[src/supply_status_pkg.sv]
/*
  constants and carrier types for the supply status sequencer.
  assumes a single 20 MHz clock; timing is counted in millisecond ticks, except the input measurement, which counts line cycles.
*/
package supply_status_pkg;
  localparam int unsigned CLK_HZ = 20000000;
  localparam int unsigned TICK_MS = 1;
  localparam int unsigned CYCLES_PER_MS = CLK_HZ / 1000 * TICK_MS;
  localparam int unsigned TICK_W = 15;

  localparam int unsigned MS_W = 11;
  localparam logic [10:0] LEAD_MS = 11'h004;
  localparam logic [10:0] DWELL_MIN_MS = 11'h04B;
  localparam logic [10:0] DWELL_MAX_MS = 11'h078;
  localparam logic [10:0] VIN_ON_MAX_MS = 11'h6A4;
  localparam logic [10:0] STBY_FAULT_MS = 11'h00A;
  localparam logic [10:0] PG_OFF_MAX_MS = 11'h005;
  localparam logic [10:0] PG_ON_MIN_MS = 11'h064;
  localparam logic [10:0] PG_ON_MAX_MS = 11'h1F4;
  localparam logic [10:0] PG_ON_MS = 11'h096;
  localparam logic [10:0] RAIL_OFF_LEAD_MS = 11'h001;
  localparam logic [10:0] MEAS_CYCLES = 11'h005;
  localparam logic [6:0] INLET_WARN_C = 7'h3B;

  typedef struct packed {
    logic main_reg_ok;
    logic standby_ok;
    logic current_limit;
    logic vin_rms_ok;
    logic vin_over;
    logic vin_loss;
    logic line_cycle;
    logic rms_avg_ok;
    logic sense_short;
    logic over_current;
    logic over_voltage;
    logic under_voltage;
    logic general_fail;
    logic fan_slow;
    logic fan_fail;
    logic hotspot_warn;
    logic hotspot_shut;
    logic [6:0] inlet_temp_c;
    logic fan_at_max;
  } sense_t;

  typedef struct packed {
    logic main_rail_on;
    logic fan_max_cmd;
    logic fault_led_steady;
    logic warn_led_blink;
  } drive_t;

  typedef enum logic [1:0] {
    VIN_WAIT = 2'b00,
    VIN_MEAS = 2'b01,
    VIN_GOOD = 2'b10,
    VIN_DWELL = 2'b11
  } vin_state_t;

  typedef enum logic [1:0] {
    PG_OFF = 2'b00,
    PG_DELAY = 2'b01,
    PG_ON = 2'b10,
    PG_LEAD = 2'b11
  } pg_state_t;
endpackage

[src/supply_status_sequencer.sv]
/*
  status and control signalling of a front-end supply: main-output enable in,
  power-good, alert request and input-voltage-good out.
  assumes every sense input is already synchronous to clk, except the enable
  pin, which is synchronised here.
*/
`timescale 1ns/1ps
`default_nettype none
module supply_status_sequencer #(
  parameter int unsigned CYCLES_PER_MS = supply_status_pkg::CYCLES_PER_MS,
  parameter logic [10:0] PG_ON_MS = supply_status_pkg::PG_ON_MS,
  parameter logic [10:0] DWELL_MS = supply_status_pkg::DWELL_MIN_MS
) (
  input wire logic clk,
  input wire logic srst,
  input wire logic main_output_enable_n,
  input wire supply_status_pkg::sense_t sense,
  output logic power_good,
  output logic power_good_oe,
  output logic alert_request_n,
  output logic alert_request_oe,
  output logic vin_good,
  output var supply_status_pkg::drive_t drive
);
  initial begin
    if (CYCLES_PER_MS < 2 || CYCLES_PER_MS >= (1 << supply_status_pkg::TICK_W))
      $error("CYCLES_PER_MS out of range");
    if (PG_ON_MS < supply_status_pkg::PG_ON_MIN_MS || PG_ON_MS > supply_status_pkg::PG_ON_MAX_MS)
      $error("PG_ON_MS outside power-good delay window");
    if (DWELL_MS < supply_status_pkg::DWELL_MIN_MS || DWELL_MS > supply_status_pkg::DWELL_MAX_MS)
      $error("DWELL_MS outside dwell window");
  end

  typedef struct packed {
    logic en_meta;
    logic en_sync;
    logic en_prev;
    logic [14:0] presc;
    logic tick;
    supply_status_pkg::vin_state_t vin_st;
    logic [10:0] vin_cnt;
    logic [10:0] on_cnt;
    logic vin_good;
    supply_status_pkg::pg_state_t pg_st;
    logic [10:0] pg_cnt;
    logic [10:0] stby_cnt;
    logic fault_latched;
    logic inlet_warn;
    logic fan_max;
    logic power_good;
    logic alert;
    logic main_on;
  } state_t;

  state_t st_r;
  state_t st_nxt;

  function automatic logic [10:0] sat_inc(input logic [10:0] v);
    sat_inc = (v == 11'h7FF) ? v : 11'(v + 11'h001);
  endfunction

  logic enable_req;
  logic shutdown_ev;
  logic warn_ev;
  logic temp_ev;
  logic rails_ok;

  always_comb begin
    st_nxt = st_r;
    st_nxt.en_meta = main_output_enable_n;
    st_nxt.en_sync = st_r.en_meta;
    st_nxt.en_prev = st_r.en_sync;
    // free-running prescaler so every timer shares one tick
    if (st_r.presc == 15'(CYCLES_PER_MS - 1)) begin
      st_nxt.presc = 15'h0000;
      st_nxt.tick = 1'b1;
    end else begin
      st_nxt.presc = 15'(st_r.presc + 15'h0001);
      st_nxt.tick = 1'b0;
    end

    enable_req = ~st_r.en_sync;

    // standby out-of-band timer, restarts when standby recovers
    if (sense.standby_ok)
      st_nxt.stby_cnt = 11'h000;
    else if (st_r.tick)
      st_nxt.stby_cnt = sat_inc(st_r.stby_cnt);

    // shutdown latches; a fresh enable edge clears them
    shutdown_ev = sense.sense_short | sense.over_current | sense.over_voltage | sense.under_voltage
                | sense.general_fail | sense.fan_fail | sense.hotspot_shut;
    if (shutdown_ev)
      st_nxt.fault_latched = 1'b1;
    else if (st_r.en_prev && !st_r.en_sync)
      st_nxt.fault_latched = 1'b0;

    // inlet warning with recovery below threshold
    st_nxt.inlet_warn = (sense.inlet_temp_c >= supply_status_pkg::INLET_WARN_C);
    temp_ev = st_r.inlet_warn | sense.hotspot_warn;
    st_nxt.fan_max = temp_ev | shutdown_ev;
    // temperature alert only once the fan reports full speed
    warn_ev = (temp_ev & sense.fan_at_max) | sense.fan_slow;
    st_nxt.alert = shutdown_ev | st_r.fault_latched | warn_ev;

    st_nxt.main_on = enable_req & ~st_r.fault_latched & ~shutdown_ev
                   & (st_r.stby_cnt < supply_status_pkg::STBY_FAULT_MS);
    rails_ok = sense.main_reg_ok & sense.standby_ok & st_r.main_on;

    // input-voltage-good sequencer
    if (st_r.tick && st_r.on_cnt != 11'h7FF)
      st_nxt.on_cnt = sat_inc(st_r.on_cnt);
    unique case (st_r.vin_st)
      supply_status_pkg::VIN_WAIT: begin
        st_nxt.vin_good = 1'b0;
        st_nxt.vin_cnt = 11'h000;
        if (sense.standby_ok)
          st_nxt.vin_st = supply_status_pkg::VIN_MEAS;
      end
      supply_status_pkg::VIN_MEAS: begin
        // decision taken within five line cycles
        if (sense.line_cycle)
          st_nxt.vin_cnt = sat_inc(st_r.vin_cnt);
        if (sense.vin_rms_ok && !sense.vin_over) begin
          st_nxt.vin_st = supply_status_pkg::VIN_GOOD;
          st_nxt.vin_good = 1'b1;
        // give up after five line cycles, or when the power-on budget is spent
        end else if (st_r.vin_cnt >= supply_status_pkg::MEAS_CYCLES
                     || st_r.on_cnt >= supply_status_pkg::VIN_ON_MAX_MS) begin
          st_nxt.vin_st = supply_status_pkg::VIN_DWELL;
          st_nxt.vin_cnt = 11'h000;
        end
      end
      supply_status_pkg::VIN_GOOD: begin
        // over-voltage or loss drops input-good immediately
        if (sense.vin_over || sense.vin_loss || !sense.vin_rms_ok) begin
          st_nxt.vin_good = 1'b0;
          st_nxt.vin_st = supply_status_pkg::VIN_DWELL;
          st_nxt.vin_cnt = 11'h000;
        end
      end
      supply_status_pkg::VIN_DWELL: begin
        st_nxt.vin_good = 1'b0;
        if (st_r.tick)
          st_nxt.vin_cnt = sat_inc(st_r.vin_cnt);
        // moving-average check only after the dwell has run
        if (st_r.vin_cnt >= DWELL_MS && sense.rms_avg_ok && !sense.vin_over && !sense.vin_loss) begin
          st_nxt.vin_st = supply_status_pkg::VIN_GOOD;
          st_nxt.vin_good = 1'b1;
        end
      end
    endcase

    // power-good sequencer
    unique case (st_r.pg_st)
      supply_status_pkg::PG_OFF: begin
        st_nxt.power_good = 1'b0;
        st_nxt.pg_cnt = 11'h000;
        if (rails_ok && st_r.vin_good && !sense.current_limit)
          st_nxt.pg_st = supply_status_pkg::PG_DELAY;
      end
      supply_status_pkg::PG_DELAY: begin
        if (!rails_ok || !st_r.vin_good) begin
          st_nxt.pg_st = supply_status_pkg::PG_OFF;
        end else if (sense.current_limit) begin
          st_nxt.pg_cnt = 11'h000;
        end else if (st_r.tick) begin
          st_nxt.pg_cnt = sat_inc(st_r.pg_cnt);
          if (st_r.pg_cnt == 11'(PG_ON_MS - 11'h001)) begin
            st_nxt.pg_st = supply_status_pkg::PG_ON;
            st_nxt.power_good = 1'b1;
          end
        end
      end
      supply_status_pkg::PG_ON: begin
        // rail loss or enable release drops at once, well inside 5 ms
        if (!rails_ok || !enable_req) begin
          st_nxt.pg_st = supply_status_pkg::PG_OFF;
          st_nxt.power_good = 1'b0;
        end else if (!st_r.vin_good) begin
          st_nxt.pg_st = supply_status_pkg::PG_LEAD;
          st_nxt.pg_cnt = 11'h000;
        end
      end
      supply_status_pkg::PG_LEAD: begin
        // hold power-good the warning lead time after input-good fell
        if (st_r.tick)
          st_nxt.pg_cnt = sat_inc(st_r.pg_cnt);
        if (!rails_ok || !enable_req) begin
          st_nxt.pg_st = supply_status_pkg::PG_OFF;
          st_nxt.power_good = 1'b0;
        end else if (st_r.vin_good) begin
          st_nxt.pg_st = supply_status_pkg::PG_ON;
        // one extra tick: the first tick may land right after entry, so >= would give under 4 ms
        end else if (st_r.pg_cnt > supply_status_pkg::LEAD_MS) begin
          st_nxt.pg_st = supply_status_pkg::PG_OFF;
          st_nxt.power_good = 1'b0;
        end
      end
    endcase
    // main rail stays up until the cycle after power-good has gone low
    if (!st_nxt.main_on && st_r.power_good)
      st_nxt.main_on = 1'b1;
  end

  always_ff @(posedge clk) begin
    if (srst) begin
      st_r <= '0;
      st_r.en_meta <= 1'b1;
      st_r.en_sync <= 1'b1;
      st_r.en_prev <= 1'b1;
      st_r.vin_st <= supply_status_pkg::VIN_WAIT;
      st_r.pg_st <= supply_status_pkg::PG_OFF;
    end else begin
      st_r <= st_nxt;
    end
  end

  // high-side drive only; a paralleled supply can still pull the line high
  assign power_good = st_r.power_good;
  assign power_good_oe = st_r.power_good;
  // open-drain alert: low while an event stands or a shutdown stays latched
  assign alert_request_n = 1'b0;
  assign alert_request_oe = st_r.alert;
  assign vin_good = st_r.vin_good;
  assign drive.main_rail_on = st_r.main_on;
  assign drive.fan_max_cmd = st_r.fan_max;
  assign drive.fault_led_steady = st_r.alert;
  assign drive.warn_led_blink = 1'b0;
endmodule // supply_status_sequencer
`default_nettype wire

[config.mk]
export PLATFORM = sky130hd
export DESIGN_NAME = supply_status_sequencer
export DESIGN_NICKNAME = d
export VERILOG_FILES = /design/src/supply_status_pkg.sv /design/src/supply_status_sequencer.sv
export SDC_FILE = /design/constraint.sdc
export NUM_CORES = 1
export LEC_CHECK = 0
export BUFFER_PORTS_ARGS = -buffer_cell sky130_fd_sc_hd__buf_2
export CORE_ASPECT_RATIO = 1.2
export CORE_MARGIN = 2
export CORE_UTILIZATION = 45
export DETAILED_ROUTE_END_ITERATION = 6
export SETUP_SLACK_MARGIN = 0.3
export SYNTH_ARGS = -nofsm -noshare
export SYNTH_HDL_FRONTEND = slang
export SYNTH_SLANG_ARGS = --single-unit
[constraint.sdc]
create_clock -name clk -period 3.52 [get_ports clk]
set_input_delay 0.528 -clock clk [delete_from_list [all_inputs] [get_ports clk]]
set_output_delay 0.528 -clock clk [all_outputs]
set_load 0.02 [all_outputs]
==> flow_summary_export.csv <==
group,metric,value,unit
status,status,"completed",
yosys,async_flop_share,0,%
power_and_ir_drop,p_int,0.001252,W
drt,wire_per_inst,14.49,um
yosys,netlist_area,4200,um2
yosys,synth-seq-area-share,35.27,%
timing,grt_setup_unrepaired,"false",
global_routing,globalRouteMet2Util,34.09,%
run,drv_cap,0,
power_and_ir_drop,power_frac_comb,6.2,%
layout,syn2layout_area_growth,8.966,%
global_routing,grt.overflow.total,0,
timing,tns,0,ns
global_routing,grt_util_met1,24.91,%
worst_setup_path,path_class,"reg -> reg",
layout,drive_above_1_share,11.71,%
yosys,ys_ff_latch,74,
timing,relSlewSlack,50.43,%
clock_tree,cts.repair.resized,0,
layout,num_antenna_cells,0,
min_path,hp-class,"in -> reg",
yosys,synth_common_cells,"74 x dfxtp_1, 60 x nor2_1, 38 x nand2_1",
timing,finalCritPeriodShare,64.86,%
power_and_ir_drop,sw_frac_of_total,23.63,%
min_path,hold_depth,2,
power_and_ir_drop,p_sw,0.0003873,W
floorplanning,num_io_pins,37,
drt,totalWireLength,9.784,mm
yosys,syn_area_per_cell,7.822,um2
floorplanning,die_width,92.20,um
clock_tree,tritoncts,"yes",
floorplanning,coreArea,9081,um2
worst_setup_path,crit_path_start_kind,"flip-flop",
placement,dp_slack,1.277,ns
floorplanning,rows,38,
global_routing,antenna_found_initial,0,
power_and_ir_drop,pwr-share-seq,52.6,%
timing,timing.fmax,438.0,MHz
timing,finalSetupViolCount,0,
clock_tree,cts_made_buffers,9,
drt,drtIter0Drc,216,
global_routing,busiest_layer,"met2",
drt,post-route-drc-count,0,
timing,hold_violations,0,
clock_tree,clock-sinks,74,
yosys,synthFlopType,"dfxtp_1",
placement,io_buffers,34,
yosys,ys_warn_count,0,
timing,period_minus_slack,2.283,ns
worst_setup_path,cp_max_fo,11,
drt,dr.pass1.iters,5,
drt,ant_nets,0,
yosys,yosysMostFrequentCell,"dfxtp_1",
global_routing,grt_pass1_vias,3627,
yosys,synth.distinct_cells,58,
clock_tree,htreeDepth,3,
yosys,postSynthCellCount,537,
floorplanning,start_util,46.25,%
worst_setup_path,cp.required,3.76,ns
clock_tree,clock_path_buffers,2,
power_and_ir_drop,cellPowerDensity,358.1,nW/um2
floorplanning,die_h,109.8,um
clock_tree,path_clk_slew,0.08,ns
worst_setup_path,arrival,2.53,ns
power_and_ir_drop,peakVddDrop,0.0002511,V
floorplanning,die-area,10130,um2
power_and_ir_drop,leakagePower,1.654,nW
worst_setup_path,reg2reg_depth,7,
clock_tree,clockRootBuffer,"clkbuf_8",
clock_tree,cts_hold_buffers,0,
timing,drv_slew,0,
timing,worst_slack,1.237,ns
placement,place_congestion,0.9536,
global_routing,grt_max_degree,28,
global_routing,grt_util_all_layers,20.06,%
yosys,yosys-top-cells-area,"dfxtp_1 35%, nor2_1 5.4%, xor2_1 4.4%",
placement,dp_hpwl,6.960,mm
yosys,yosys.area.top_type,"dfxtp_1",
layout,layout.nets,587,
timing,tightest_slew,0.7420,ns
power_and_ir_drop,pwr-share-clk,41.3,%
global_routing,grt_first_pass_wirelength,16.55,mm
clock_tree,cts_setup_buffers,0,
global_routing,use_met3,5.003,%
yosys,synth_edf_count,0,
clock_tree,clk_latency,0.34,ns
timing,clock_skew,0.008632,ns
worst_setup_path,cp-end-kind,"flip-flop",
yosys,yosys.area.top_type_share,35.27,%
drt,num_vias,3968,
drt,vias_per_cell,5.879,
[kinds of logic (layout without fill, tap and decap cells)]
| logic type | count (synthesis) | after routing | synth area share, % |
|---|---|---|---|
| xor+xnor | 27 | 27 | 5.630 |
| simple gates | 229 | 229 | 28.42 |
| other cells | 1 | 2 | 0.08928 |
| compound gates | 134 | 134 | 20.88 |
| flops | 74 | 74 | 35.27 |
| buf+inv | 60 | 77 | 6.315 |
| fa+ha+maj | 9 | 9 | 2.681 |
| mux | 3 | 3 | 0.7150 |
[placed cells by master (no fill, tap or decap), types with 6 or more instances in the layout]
cell type / n
dfxtp_1: 74
nor2_1: 60
nand2_1: 38
a21oi_1: 34
buf_2: 34
nand3_1: 32
inv_1: 24
xor2_1: 21
and3_1: 20
o21ai_0: 19
a31oi_1: 19
nand4_1: 15
nor3_1: 12
clkbuf_8: 11
ha_1: 9
nand2b_1: 8
o22ai_1: 8
a41oi_1: 8
and4_1: 7
xnor2_1: 6
nor4_1: 6
o31ai_1: 6
[layout make-up]
cell class,instances,area (um2)
Tap cell,120,150.1
Multi-Input combinational cell,404,2457
Sequential cell,74,1481
Fill cell,942,4504
Clock buffer,12,155.1
Timing Repair Buffer,37,192.7
Clock inverter,4,50.05
Inverter,24,90.09
[metrics by stage]
stage,instances,hold slack [ns],util [%],power (W),instance area (um2)
after global placement,659,0.3958,48.14,0.0009801,4372
after detailed placement,659,0.4089,48.14,0.0009816,4372
after global routing,675,0.3539,50.40,0.001714,4577
after floorplan,538,0.3895,-,0.0009474,4204
final,675,0.3693,50.40,0.001639,4577
after CTS,675,0.3538,50.40,0.001661,4577
[registers in the layout, summed over array words and instances, names as in the netlist]
name	flops
alert_request_oe	1
power_good	1
vin_good	1
drive	2
st_r	67
st_nxt	2
[per-layer routing]
layer | part of all wire, % | wire length (um) | up-vias
li1 | - | - | 1978
met1 | 46 | 4506 | 1850
met2 | 45 | 4449 | 128
met3 | 6.9 | 679 | 12
met4 | 1.5 | 148 | 0
met5 | 0 | 0 | -
[power groups by stage]
stage | combinational (W) | clock [W] | sequential (W)
2_1_floorplan | 0.0000733 | 0 | 0.000874
3_3_place_gp | 0.0000999 | 0 | 0.000880
3_5_place_dp | 0.000100 | 0 | 0.000881
4_1_cts | 0.000101 | 0.000699 | 0.000861
5_1_grt | 0.000113 | 0.000736 | 0.000864
6_report | 0.000101 | 0.000676 | 0.000862
[final timing paths]
check	startpoint	endpoint	slack [ns]
worst max-delay path	st_r[43]	st_r[50]	1.24
worst min-delay path	main_output_enable_n	st_nxt[72]	0.37
worst max register to register	st_r[43]	st_r[50]	1.24
worst min register to register	st_nxt[72]	st_nxt[71]	0.42
[critical path, cell delays in order, from the launching register on]
cell	delay [ns]
dfxtp_1	0.47
inv_1	0.10
ha_1	0.19
o31ai_1	0.18
nand4_1	0.20
o21ai_2	0.45
o2111ai_1	0.22
a2111oi_2	0.37
No activity file was read; power rests on OpenSTA's default activity.
